--- src/port_dev_defs.svh ---
// offsets, field positions, reset values and limits of the port device control/status bank
`ifndef PORT_DEV_DEFS_SVH
`define PORT_DEV_DEFS_SVH

// register indices (word number), byte address is four times the index
`define DEV_CTL_IDX        10'h048
`define DEV_STS_IDX        10'h04a
`define IRQ_STS_IDX        10'h080
`define IRQ_MASK_IDX       10'h081

// control register field positions
`define CTL_REPORT_LSB     0
`define CTL_RELAXED_BIT    4
`define CTL_PAYLOAD_LSB    5
`define CTL_PAYLOAD_MSB    7
`define CTL_WIDE_TAG_BIT   8
`define CTL_PHANTOM_BIT    9
`define CTL_AUX_PM_BIT     10
`define CTL_NO_SNOOP_BIT   11
`define CTL_READ_REQ_LSB   12
`define CTL_READ_REQ_MSB   14

// status register field positions
`define STS_ERR_LSB        0
`define STS_AUX_BIT        4
`define STS_PENDING_BIT    5

// reset values
`define CTL_RESET          16'h0000
`define STS_RESET          16'h0000
`define IRQ_RESET          5'h00

// payload encodings and limits
`define PAYLOAD_ENC_256    3'h1
`define PAYLOAD_BYTES_128  9'h080
`define PAYLOAD_BYTES_256  9'h100

// tag range limits
`define TAG_MAX_NARROW     8'h1f
`define TAG_MAX_WIDE       8'hff

`endif

--- src/port_dev_pkg.sv ---
// types shared by the port device control/status bank
package port_dev_pkg;

  // which register an apb address selects
  typedef enum logic [2:0] {
    sel_none,
    sel_ctl,
    sel_sts,
    sel_irq_sts,
    sel_irq_mask
  } reg_sel_t;

  // error event classes, in status bit order
  typedef enum logic [1:0] {
    err_correctable,
    err_nonfatal,
    err_fatal,
    err_unsupported
  } err_class_t;

endpackage : port_dev_pkg

--- src/port_device_control_status.sv ---
// per-port device control and device status registers behind an apb slave
//
// Summary of operation
// - bits 0-3 error report enables, reset clears
// - relaxed ordering bit 4 reads zero
// - payload field 7:5, 0=128B, 1=256B
// - payload encodings 2-7 behave as 128 bytes
// - bit 8 picks tag range in debug
// - wide tag bit otherwise plain read/write
// - phantom function bit 9 reads zero
// - aux pm bit 10 sticky across hot and warm resets, and across cold resets while aux power is present
// - no snoop bit 11 reads zero
// - read request field 14:12 reads zero
// - status 0-3 latch errors, write-one clears
// - unsupported request sets status bit 3
// - status bit 4 shows aux power present
// - status bit 5 pending always zero
`timescale 1ns/100ps
`default_nettype none
`include "port_dev_defs.svh"

module port_device_control_status #(
  parameter int ADDR_W = 12                      // apb byte address width
) (
  // clock and aux power-on reset
  input  wire logic              clk_sys,        // 200 MHz core clock
  input  wire logic              nrst,           // aux power-on reset, active low
  // apb slave
  input  wire logic              psel,
  input  wire logic              penable,
  input  wire logic              pwrite,
  input  wire logic [ADDR_W-1:0] paddr,
  input  wire logic [31:0]       pwdata,
  input  wire logic [3:0]        pstrb,
  output logic      [31:0]       prdata,
  output logic                   pready,
  output logic                   pslverr,
  // port resets and environment
  input  wire logic              hot_reset,      // level, clears non-sticky state
  input  wire logic              warm_reset,     // level, clears non-sticky state
  input  wire logic              cold_reset,     // level, clears non-sticky state
  input  wire logic              aux_power_present, // aux supply sensed
  input  wire logic              sequential_tag_debug, // debug tag sequencing on
  // error detection pulses from the transaction layer
  input  wire logic              correctable_err,
  input  wire logic              nonfatal_err,
  input  wire logic              fatal_err,
  input  wire logic              unsupported_req,
  // control outputs
  // every output below leaves straight from a flop
  output logic                   correctable_report_en,
  output logic                   nonfatal_report_en,
  output logic                   fatal_report_en,
  output logic                   unsupported_req_report_en,
  output logic      [8:0]        payload_limit,  // effective payload limit in bytes
  output logic      [7:0]        tag_limit,      // highest tag the generator may use
  output logic                   aux_power_pm_en,
  output logic                   irq             // level, unmasked event pending
);

  // ---------------------------------------------------------------- reset
  // rst_meta is read by rst_n alone, never by the rest of the logic
  logic rst_meta;                                // first synchroniser stage
  logic rst_n;                                   // synchronised reset

  // release nrst through two flops so every flop leaves reset on one edge
  // assertion stays asynchronous so the bank clears with no clock;
  // only the release is retimed, two cycles after nrst rises
  always_ff @(posedge clk_sys or negedge nrst) begin
    if (!nrst) begin
      rst_meta <= 1'b0;
      rst_n    <= 1'b0;
    end else begin
      rst_meta <= 1'b1;
      rst_n    <= rst_meta;
    end
  end

  // any of the port resets clears the ordinary fields
  // they are synchronous levels and never touch the synchroniser
  // the sticky aux pm bit survives them while aux power holds
  logic port_reset;
  assign port_reset = hot_reset | warm_reset | cold_reset;

  // ---------------------------------------------------------------- decode
  // map a byte address to a register, shared by read and write paths
  // misaligned addresses match nothing and fall to sel_none, so they
  // are refused with pslverr instead of aliasing onto a register
  function automatic port_dev_pkg::reg_sel_t decode(input logic [ADDR_W-1:0] addr);
    port_dev_pkg::reg_sel_t sel;
    sel = port_dev_pkg::sel_none;
    // the four indices are distinct, so match order does not matter
    if (addr[1:0] == 2'h0) begin
      if (addr[ADDR_W-1:2] == (ADDR_W-2)'(`DEV_CTL_IDX)) begin
        sel = port_dev_pkg::sel_ctl;
      end else if (addr[ADDR_W-1:2] == (ADDR_W-2)'(`DEV_STS_IDX)) begin
        sel = port_dev_pkg::sel_sts;
      end else if (addr[ADDR_W-1:2] == (ADDR_W-2)'(`IRQ_STS_IDX)) begin
        sel = port_dev_pkg::sel_irq_sts;
      end else if (addr[ADDR_W-1:2] == (ADDR_W-2)'(`IRQ_MASK_IDX)) begin
        sel = port_dev_pkg::sel_irq_mask;
      end
    end
    return sel;
  endfunction : decode

  port_dev_pkg::reg_sel_t sel;                   // register addressed now
  logic                   setup_phase;           // first cycle of a transfer
  logic                   wr_take;               // write commits this edge
  logic [15:0]            wr_mask;               // byte lanes enabled
  logic [15:0]            wr_data;               // write data in low half

  // only lanes 0 and 1 carry bits; no register here is wider than 16
  assign sel         = decode(paddr);
  // setup_phase marks the cycle that captures read data
  assign setup_phase = psel & ~penable;
  // pready is only high in the access cycle, so this is the commit edge
  // writes never commit in the setup cycle
  assign wr_take     = psel & penable & pready & pwrite;
  assign wr_mask     = {{8{pstrb[1]}}, {8{pstrb[0]}}};
  // a disabled lane reads as zeros here, but its fields are also
  // skipped by the pstrb tests below, so nothing is written from it
  assign wr_data     = pwdata[15:0] & wr_mask;

  // ---------------------------------------------------------------- error events
  logic [3:0] err_event;                         // error pulses in status order
  // pulses are one cycle wide; a held level sets the flag every cycle
  // index by class so bit order cannot drift from the status layout

  assign err_event[port_dev_pkg::err_correctable] = correctable_err;
  assign err_event[port_dev_pkg::err_nonfatal]    = nonfatal_err;
  assign err_event[port_dev_pkg::err_fatal]       = fatal_err;
  assign err_event[port_dev_pkg::err_unsupported] = unsupported_req;

  // ---------------------------------------------------------------- control
  // only writable fields are stored; hardwired zero fields cost no flops
  logic [3:0] report_en;                         // error report enables
  logic [2:0] payload_sel;                       // max_payload_sel as written
  logic       wide_tag_en;                       // wide_tag_en storage
  logic [3:0] next_report_en;
  logic [2:0] next_payload_sel;
  logic       next_wide_tag_en;
  logic       next_aux_power_pm_en;

  // next values of the control fields
  // a port reset outranks a write in the same cycle, so a write racing
  // a reset is lost and software must repeat it afterwards
  always_comb begin
    next_report_en       = report_en;
    next_payload_sel     = payload_sel;
    next_wide_tag_en     = wide_tag_en;
    next_aux_power_pm_en = aux_power_pm_en;
    // every field holds unless a reset or a committed write moves it
    if (port_reset) begin
      next_report_en   = 4'h0;
      next_payload_sel = 3'h0;
      next_wide_tag_en = 1'b0;
      // sticky across a cold reset only while aux power holds it; a cold start without it clears
      if (cold_reset && !aux_power_present) begin
        next_aux_power_pm_en = 1'b0;
      end
    end else if (wr_take && sel == port_dev_pkg::sel_ctl) begin
      // low lane holds enables and payload, high lane tag and aux bits
      // reserved payload codes are stored as written and read back
      if (pstrb[0]) begin
        next_report_en   = wr_data[`CTL_REPORT_LSB +: 4];
        next_payload_sel = wr_data[`CTL_PAYLOAD_MSB:`CTL_PAYLOAD_LSB];
      end
      if (pstrb[1]) begin
        next_wide_tag_en     = wr_data[`CTL_WIDE_TAG_BIT];
        next_aux_power_pm_en = wr_data[`CTL_AUX_PM_BIT];
      end
      // relaxed order, phantom, no snoop and read request bits are not stored
    end
  end

  // register the control fields
  // nrst is the aux power-on reset and clears the sticky bit as well
  // the other fields clear to zero, the same as after a port reset
  always_ff @(posedge clk_sys or negedge rst_n) begin
    if (!rst_n) begin
      report_en       <= 4'h0;
      payload_sel     <= 3'h0;
      wide_tag_en     <= 1'b0;
      aux_power_pm_en <= 1'b0;
    end else begin
      report_en       <= next_report_en;
      payload_sel     <= next_payload_sel;
      wide_tag_en     <= next_wide_tag_en;
      aux_power_pm_en <= next_aux_power_pm_en;
    end
  end

  // the enables only gate message generation outside this bank
  assign correctable_report_en     = report_en[0];
  assign nonfatal_report_en        = report_en[1];
  assign fatal_report_en           = report_en[2];
  assign unsupported_req_report_en = report_en[3];

  // ---------------------------------------------------------------- effective limits
  logic [8:0] next_payload_limit;
  logic [7:0] next_tag_limit;

  // decode the payload and tag limits; flopped so outputs are registered
  // the one-cycle lag is the price of flopped outputs; users must not
  // rely on a new limit in the cycle right after the write
  always_comb begin
    // reserved encodings fall to the smallest limit, safe for any receiver
    if (payload_sel == `PAYLOAD_ENC_256) begin
      next_payload_limit = `PAYLOAD_BYTES_256;
    end else begin
      next_payload_limit = `PAYLOAD_BYTES_128;
    end
    // outside debug the bit does nothing, so the narrow range stands
    // with debug on, the wide tag bit alone picks the range
    if (sequential_tag_debug && wide_tag_en) begin
      next_tag_limit = `TAG_MAX_WIDE;
    end else begin
      next_tag_limit = `TAG_MAX_NARROW;
    end
  end

  // register the limits
  // reset values equal the decode of an all-zero control register
  always_ff @(posedge clk_sys or negedge rst_n) begin
    if (!rst_n) begin
      payload_limit <= `PAYLOAD_BYTES_128;
      tag_limit     <= `TAG_MAX_NARROW;
    end else begin
      payload_limit <= next_payload_limit;
      tag_limit     <= next_tag_limit;
    end
  end

  // ---------------------------------------------------------------- status
  logic [3:0] err_detected;                      // sticky detection flags
  logic [3:0] next_err_detected;
  // interrupt registers sit outside the device status layout
  // both use one bit order: four error classes, then aux change
  logic [4:0] irq_status;                        // interrupt causes
  logic [4:0] irq_mask;                          // interrupt enables
  logic [4:0] next_irq_status;
  logic [4:0] next_irq_mask;
  logic       aux_seen;                          // aux power last cycle
  logic       aux_change;                        // aux power toggled

  // aux history resets low, so aux present at power-up raises one
  // change event after reset; software clears it with the rest
  assign aux_change = aux_power_present ^ aux_seen;

  // detection flags: set wins over a write-one clear in the same cycle
  // one generate slice per flag keeps the priority written once
  // a port reset still beats both set and clear
  for (genvar i = 0; i < 4; i++) begin : g_err
    logic clear;                                 // software write-one clear
    assign clear = wr_take && sel == port_dev_pkg::sel_sts && pstrb[0]
                   && wr_data[`STS_ERR_LSB + i];
    always_comb begin
      if (port_reset) begin
        next_err_detected[i] = 1'b0;
      end else begin
        // latched regardless of the matching report enable
        next_err_detected[i] = (err_detected[i] & ~clear) | err_event[i];
      end
    end
  end

  // interrupt status and mask, same layout: four errors then aux change
  // the aux change cause lives only here; device status shows the level
  // a port reset clears the mask too, so software re-arms afterwards
  always_comb begin
    next_irq_status = irq_status;
    next_irq_mask   = irq_mask;
    if (port_reset) begin
      next_irq_status = `IRQ_RESET;
      next_irq_mask   = `IRQ_RESET;
    end else begin
      if (wr_take && sel == port_dev_pkg::sel_irq_sts && pstrb[0]) begin
        next_irq_status = irq_status & ~wr_data[4:0];
      end
      // the mask takes the written field whole, no write-one semantics
      if (wr_take && sel == port_dev_pkg::sel_irq_mask && pstrb[0]) begin
        next_irq_mask = wr_data[4:0];
      end
      // events set after the clear so a coincident event is kept
      next_irq_status = next_irq_status | {aux_change, err_event};
    end
  end

  // register status, interrupt state and the aux power history
  // irq is flopped from the next values so it lines up with the status
  // flops instead of trailing them by a cycle
  always_ff @(posedge clk_sys or negedge rst_n) begin
    if (!rst_n) begin
      err_detected <= 4'h0;
      irq_status   <= `IRQ_RESET;
      irq_mask     <= `IRQ_RESET;
      aux_seen     <= 1'b0;
      irq          <= 1'b0;
    end else begin
      err_detected <= next_err_detected;
      irq_status   <= next_irq_status;
      irq_mask     <= next_irq_mask;
      aux_seen     <= aux_power_present;
      irq          <= |(next_irq_status & next_irq_mask);
    end
  end

  // ---------------------------------------------------------------- read path
  logic [15:0] ctl_view;                         // device_control as read
  logic [15:0] sts_view;                         // device_status as read
  logic [31:0] next_prdata;
  logic        next_pready;
  logic        next_pslverr;

  // assemble the register views; hardwired fields read zero
  // read-only fields are rebuilt here, never stored, so no write reaches them
  always_comb begin
    ctl_view = `CTL_RESET;
    ctl_view[`CTL_REPORT_LSB +: 4]                 = report_en;
    ctl_view[`CTL_RELAXED_BIT]                     = 1'b0;
    ctl_view[`CTL_PAYLOAD_MSB:`CTL_PAYLOAD_LSB]    = payload_sel;
    ctl_view[`CTL_WIDE_TAG_BIT]                    = wide_tag_en;
    ctl_view[`CTL_PHANTOM_BIT]                     = 1'b0;
    ctl_view[`CTL_AUX_PM_BIT]                      = aux_power_pm_en;
    ctl_view[`CTL_NO_SNOOP_BIT]                    = 1'b0;
    ctl_view[`CTL_READ_REQ_MSB:`CTL_READ_REQ_LSB]  = 3'h0;
    // status: sticky flags, live aux level, pending always low
    sts_view = `STS_RESET;
    sts_view[`STS_ERR_LSB +: 4]                    = err_detected;
    sts_view[`STS_AUX_BIT]                         = aux_power_present;
    sts_view[`STS_PENDING_BIT]                     = 1'b0;
  end

  // sample read data in the setup cycle, answer in the access cycle
  // a fixed one-cycle answer needs no wait states; an event between
  // setup and access shows only on the next read
  always_comb begin
    next_prdata  = prdata;
    next_pready  = setup_phase;                  // one access cycle, no wait states
    next_pslverr = 1'b0;
    if (setup_phase) begin
      next_prdata = 32'h0000_0000;
      // unmapped reads return zero with the error response
      unique case (sel)
        port_dev_pkg::sel_ctl:      next_prdata[15:0] = ctl_view;
        port_dev_pkg::sel_sts:      next_prdata[15:0] = sts_view;
        port_dev_pkg::sel_irq_sts:  next_prdata[4:0]  = irq_status;
        port_dev_pkg::sel_irq_mask: next_prdata[4:0]  = irq_mask;
        port_dev_pkg::sel_none:     next_pslverr      = 1'b1; // unmapped
      endcase
    end
  end

  // register the apb answer
  // pready and pslverr stand one cycle; prdata holds until next setup
  always_ff @(posedge clk_sys or negedge rst_n) begin
    if (!rst_n) begin
      prdata  <= 32'h0000_0000;
      pready  <= 1'b0;
      pslverr <= 1'b0;
    end else begin
      prdata  <= next_prdata;
      pready  <= next_pready;
      pslverr <= next_pslverr;
    end
  end

endmodule : port_device_control_status

`default_nettype wire

--- config.mk ---
export PLATFORM = sky130hd
export DESIGN_NAME = port_device_control_status
export DESIGN_NICKNAME = d
export VERILOG_FILES = /design/src/port_dev_pkg.sv /design/src/port_device_control_status.sv
export VERILOG_INCLUDE_DIRS = /design/src /design/src/src
export SDC_FILE = /design/constraint.sdc
export NUM_CORES = 1
export LEC_CHECK = 0
export BUFFER_PORTS_ARGS = -buffer_cell sky130_fd_sc_hd__buf_2
export CORE_MARGIN = 10
export CORE_UTILIZATION = 48
export DETAILED_ROUTE_END_ITERATION = 10
export PLACE_DENSITY = 0.85
export SLEW_MARGIN = 20
export SYNTH_ARGS = -nofsm -noshare
export SYNTH_HDL_FRONTEND = slang
export SYNTH_SLANG_ARGS = --single-unit
--- constraint.sdc ---
create_clock -name clk_sys -period 2.6 [get_ports clk_sys]
set_input_delay 0.39 -clock clk_sys [delete_from_list [all_inputs] [get_ports clk_sys]]
set_output_delay 0.39 -clock clk_sys [all_outputs]
set_load 0.01 [all_outputs]
# Word-level counts from Yosys, hierarchy flattened
# Index checks and enable logic that the tools add are counted.
dict set report word_totals {
  word_cells 107
  mem_bits_rw 0
  romBits 0
  regBits 62
  memories 0
  in_bits 62
  out_inout_bits 57
  latchBits 0
}
dict set report classes {
  reduce_logical 23
  n_addsub 0
  div 0
  eq_ne 10
  n_lt_le_gt_ge 0
  bitwise_logic 25
  shift 0
  multipliers 0
  muxes 33
}
# operator count
set op_table {}
lappend op_table {{5-bit 2-to-1 mux} 5}
lappend op_table {{3-bit 2-to-1 mux} 8}
lappend op_table {{10-bit by 7-bit equality test with 1-bit output (second input constant)} 2}
lappend op_table {{10-bit by 8-bit equality test with 1-bit output (second input constant)} 2}
lappend op_table {{5-bit case mux with 4 select lines} 1}
lappend op_table {{1-bit logical AND} 13}
lappend op_table {{1-bit 2-to-1 mux} 13}
lappend op_table {{4-bit 2-to-1 mux} 3}
lappend op_table {{11-bit AND} 1}
lappend op_table {{5-bit AND} 2}
lappend op_table {{9-bit 2-to-1 mux} 1}
lappend op_table {{1-bit AND} 8}
lappend op_table {{8-bit 2-to-1 mux} 1}
lappend op_table {{3-bit by 1-bit equality test with 1-bit output (second input constant)} 2}
lappend op_table {{3-bit by 2-bit equality test with 1-bit output (second input constant)} 2}
lappend op_table {{6-bit 2-to-1 mux} 1}
lappend op_table {{1-bit bitwise OR} 6}
lappend op_table {{2-bit nonzero test} 3}
lappend op_table {{1-bit NOT} 5}
lappend op_table {{5-bit NOT} 1}
lappend op_table {{5-bit bitwise OR} 1}
lappend op_table {{5-bit OR reduction} 1}
lappend op_table {{2-bit AND reduction} 2}
lappend op_table {{3-bit equality test (second input constant)} 1}
lappend op_table {{6 further kinds} 6}

# Depth between registers and ports, before layout
dict set report logic_depth {
  depth_word 15
  depth_mapped 8
  ltp_nobuf 6
}

# Worst setup path after synthesis
# OpenSTA, ideal clock, no wires.
dict set report synth_timing {
  path_kind {input port to flip-flop}
  startpoint {in paddr[1]}
  endpoint {reg irq}
  arrival_ns 2.486
  required_time_ns 2.461
  path_buffers 1
  setup_time_ns 0.139
  path_slack_ns -0.024
  path_stages 7
  cell_sequence {or4_4 > or3_1 > buf_2 > o41a_1 > o21ai_2 > o32ai_1 > or4_1}
}
dict set report synth_via {
  elab_chain_cells 11
  word_cells_on_any_way 16
  cone_classes {eq/ne (2); mux (6); bitwise (2); reduce/logical (6)}
}
# element line
set synth_lines {}
lappend synth_lines {{start: declaration} port_device_control_status.sv:32} ;# input wire logic [ADDR_W-1:0] paddr,
lappend synth_lines {{2-bit zero test (*)} port_device_control_status.sv:93} ;# if (addr[1:0] == 2'h0) begin
lappend synth_lines {{3-bit 2-to-1 mux (*)} port_device_control_status.sv:93}
lappend synth_lines {{3-bit by 2-bit equality test with 1-bit output} port_device_control_status.sv:278} ;# if (wr_take && sel == port_dev_pkg::sel_irq_sts && pstrb[0]) begin
lappend synth_lines {{1-bit logical AND (2 in a row)} port_device_control_status.sv:278}
lappend synth_lines {{5-bit 2-to-1 mux} port_device_control_status.sv:278}
lappend synth_lines {{5-bit 2-to-1 mux} port_device_control_status.sv:274} ;# if (port_reset) begin
lappend synth_lines {{5-bit bitwise OR} port_device_control_status.sv:286} ;# next_irq_status = next_irq_status | {aux_change, err_event};
lappend synth_lines {{5-bit 2-to-1 mux} port_device_control_status.sv:274}
lappend synth_lines {{5-bit AND (*)} port_device_control_status.sv:305} ;# irq <= |(next_irq_status & next_irq_mask);
lappend synth_lines {{5-bit OR reduction (*)} port_device_control_status.sv:305}
lappend synth_lines {{end signal: assignment} port_device_control_status.sv:305}
lappend synth_lines {{end: declaration} port_device_control_status.sv:58} ;# output logic irq
# Mark *: on every way between the ends. The rest lies on a longest branch, timed or not. The select of a mux whose other input is x is not followed.
# A chain may end at the register's enable or synchronous reset.

# Final worst setup path
# Same ends and word-level chain as after synthesis.

==> run_results.csv <==
group,metric,value,unit
placed_design,place_area,0.00249,mm^2
die,start_util,0.498,
worst_setup_path,cp_common_cell,"or3_1",
timing,postLayoutSetupSlackWorst,0.134,ns
global_route,grt_max_degree,23,
timing,clock.fmax,405,MHz
clock_tree,cts_setup_buffers,0,
timing,rsz0062_at_grt,"no",
power,switchingPower,0.297,mW
layout,nNetsFinal,364,
worst_setup_path,crit_buf_inv,1,
min_path,holdPathEnd,"aux_seen",
timing,setup_viol,0,
synthesis,synth-edff-count,0,
global_route,grt_pass1_vias,1865,
worst_setup_path,cp_max_fo,4,
min_path,min_path_type,"input port to flop",
power,comb_power_share,0.092,
synthesis,synth_top_area_cell,"dfrtp_1",
timing,tightest_slew,0.803,ns
die,die_x,87.2,um
die,coreArea,0.00435,mm^2
min_path,worstHoldPathCells,1,
synthesis,seq_area_frac_synth,0.485,
worst_setup_path,crit_type,"input port to flop",
power,p_leak,1.35,nW
worst_setup_path,r2r_start,"pready",
min_path,hp-start,"aux_power_present",
power,p_int,0.914,mW
worst_setup_path,r2r_end,"irq",
route,drc,0,
synthesis,yosys_register_bits,42,
route,ant_nets,0,
worst_setup_path,crit_family,"simple AND/OR/NAND/NOR gates",
layout,finalNonFillerCells,355,
layout,stdcell_area,0.00259,mm^2
die,die_h,87.2,um
clock_tree,path_clk_slew,0.08,ns
placed_design,dpl.hpwl,4560,um
clock_tree,clock_latency,0.29,ns
route,wl_per_cell,16.0,um
timing,finalCritPeriodShare,0.949,
route,via_per_inst,5.10,
die,rows,24,
clock_tree,clockBufferDepth,2,
synthesis,syn_inst,228,
worst_setup_path,critical-path-slowest-cell,"or4_1",
clock_tree,clock_sinks,42,
placed_design,place_ws,-0.180,ns
synthesis,avgSynthCellArea,9.51,um^2
synthesis,synthTopCellsByCount,"dfrtp_1, buf_4, nand2_1, nor2_1, a21oi_1",
synthesis,synthFlopType,"dfrtp_1",
placed_design,dp_cells,346,
global_route,track_usage,0.149,
layout,drive_gt1_frac,0.300,
power,ir_drop,0.000303,V
clock_tree,numCtsBuffers,5,
clock_tree,htreeDepth,2,
timing,hold_violations,0,
synthesis,synth_top_area_frac,0.473,
global_route,antenna_found_initial,0,
power,power.density,468,mW/mm^2
placed_design,place.port_buffers,60,
worst_setup_path,critPathRequiredTime,2.77,ns
power,power,1.21,mW
layout,num_antenna_cells,0,
power,pwr-share-clk,0.355,
worst_setup_path,ff2ff_path_depth,7,
worst_setup_path,r2r_slack,0.49,ns
worst_setup_path,cpPeakStageDelay,0.54,ns
worst_setup_path,crit_chain,"buf_2, or4_4, or3_1, or3_1, o22ai_2, o32ai_1, or4_1",
power,seqPwrFrac,0.554,
route,via_count,1810,
route,drt_iter0_markers,169,
route,drtPass1Iterations,4,
timing,drv_slew,0,
status,status,"complete, no violations",
global_route,grt_first_pass_wirelength,9040,um
worst_setup_path,start_kind,"input port",
placed_design,finalWeightedCongestion,0.870,
synthesis,async_flop_share,1.00,
job,cap_viol_max_count,0,
timing,max-slew-margin-rel,0.465,
timing,finClkSkew,0.00322,ns
global_route,grt_overflow_total,0,
layout,utilization,0.595,
synthesis,yosys_warnings,0,
clock_tree,cts_tree,"done",
timing,min_period,2.47,ns
worst_setup_path,worstPathArrival,2.63,ns
synthesis,synthMostInstantiatedCell,"dfrtp_1",
power,swShare,0.245,
die,io_pins,119,
synthesis,synth_cell_types,41,
route,wl,5670,um
clock_tree,root_buffer,"clkbuf_8",
worst_setup_path,worstSetupEndpointType,"flop",
layout,syn_to_final_growth,19.4,%
die,die_area,0.00761,mm^2
synthesis,synthTopCellsByArea,"dfrtp_1, buf_4, nand2_1",
synthesis,netlist_area,0.00217,mm^2
[worst register-to-register path, cell delays in order (launching register included)]
cell,delay (ns)
dfrtp_1,0.39
and4_1,0.22
and2_0,0.18
buf_4,0.16
nand4_1,0.10
mux2i_1,0.28
o32ai_1,0.11
or4_1,0.54
[cell type report]
type / count / area (um^2)
fillers: 406 / 1760
flip-flops and latches: 42 / 1050
multi-input cells: 170 / 925
repair buffers: 78 / 438
clock buffers: 7 / 86.3
well taps: 52 / 65.1
inverters: 5 / 18.8
clock inverters: 1 / 5.00
[cells by family after synthesis]
group                  after synthesis  synth area share
AO/OA/AOI/OAI                       46             0.141
XOR/XNOR                             1           0.00404
buffers and inverters               49             0.148
flip-flops                          42             0.485
multiplexers                         6            0.0277
other                                2           0.00346
AND/OR/NAND/NOR                     82             0.190
[state kept, by name (all words and copies together) (netlist names)]
| register | count |
|---|---|
| aux_seen | 1 |
| tag_limit | 1 |
| payload_sel | 3 |
| irq | 1 |
| aux_power_pm_en | 1 |
| payload_limit | 2 |
| err_detected | 4 |
| irq_status | 5 |
| irq_mask | 5 |
| pready | 1 |
| wide_tag_en | 1 |
| rst_n | 1 |
| prdata | 10 |
| pslverr | 1 |
| rst_meta | 1 |
| report_en | 4 |
[placed cells by master, fill, tap and decap left out, types with 3 or more instances in the layout]
cell type,Yosys,routed
a21boi_0,3,3
nor2_1,15,15
inv_1,5,5
nand2_1,29,29
o21ai_0,9,9
clkbuf_8,0,6
buf_2,2,60
nand3_1,7,7
dfrtp_1,41,41
mux2i_1,6,6
a222oi_1,4,4
o21a_1,3,3
a21o_1,4,4
buf_4,36,17
or3_1,3,3
a21oi_1,13,13
and3_1,5,5
nor2b_1,3,3
conb_1,2,35
nor3_1,5,5
[metrics by stage]
step	TNS (ns)	hold WS, ns
2_1_floorplan	0	0.0944
3_3_place_gp	-0.144	0.176
3_5_place_dp	-0.180	0.177
4_1_cts	0	0.269
5_1_grt	0	0.267
6_report	0	0.276
[worst max path at each step]
stage                      to      from  cells after the start
final                     irq  paddr[1]                      7
after global routing      irq  paddr[1]                      9
after CTS                 irq  paddr[1]                      7
after detailed placement  irq  paddr[1]                      7
after global placement    irq  paddr[1]                      8
after floorplan           irq  paddr[1]                      7
[power by group through the flow]
stage                     combinational [mW]  clock (mW)  sequential, mW
after floorplan                       0.0863           0           0.686
after global placement                 0.105           0           0.682
after detailed placement               0.108           0           0.683
after CTS                              0.109       0.440           0.670
after global routing                   0.125       0.472           0.672
final                                  0.111       0.429           0.670
[routing by layer]
metal,global-route usage,vias up,part of all wire
met5,0,-,0
met4,0.0406,0,0.013
met3,0.0590,8,0.11
met2,0.258,84,0.51
met1,0.165,847,0.37
li1,-,871,-
[what timing repair did]
action,4_1_cts,5_1_grt
endpoints found under the setup margin,0,0
hold buffers,1,0
resized for setup,0,0
endpoints found under the hold margin,2,0
(Power assumes the default switching activity.)
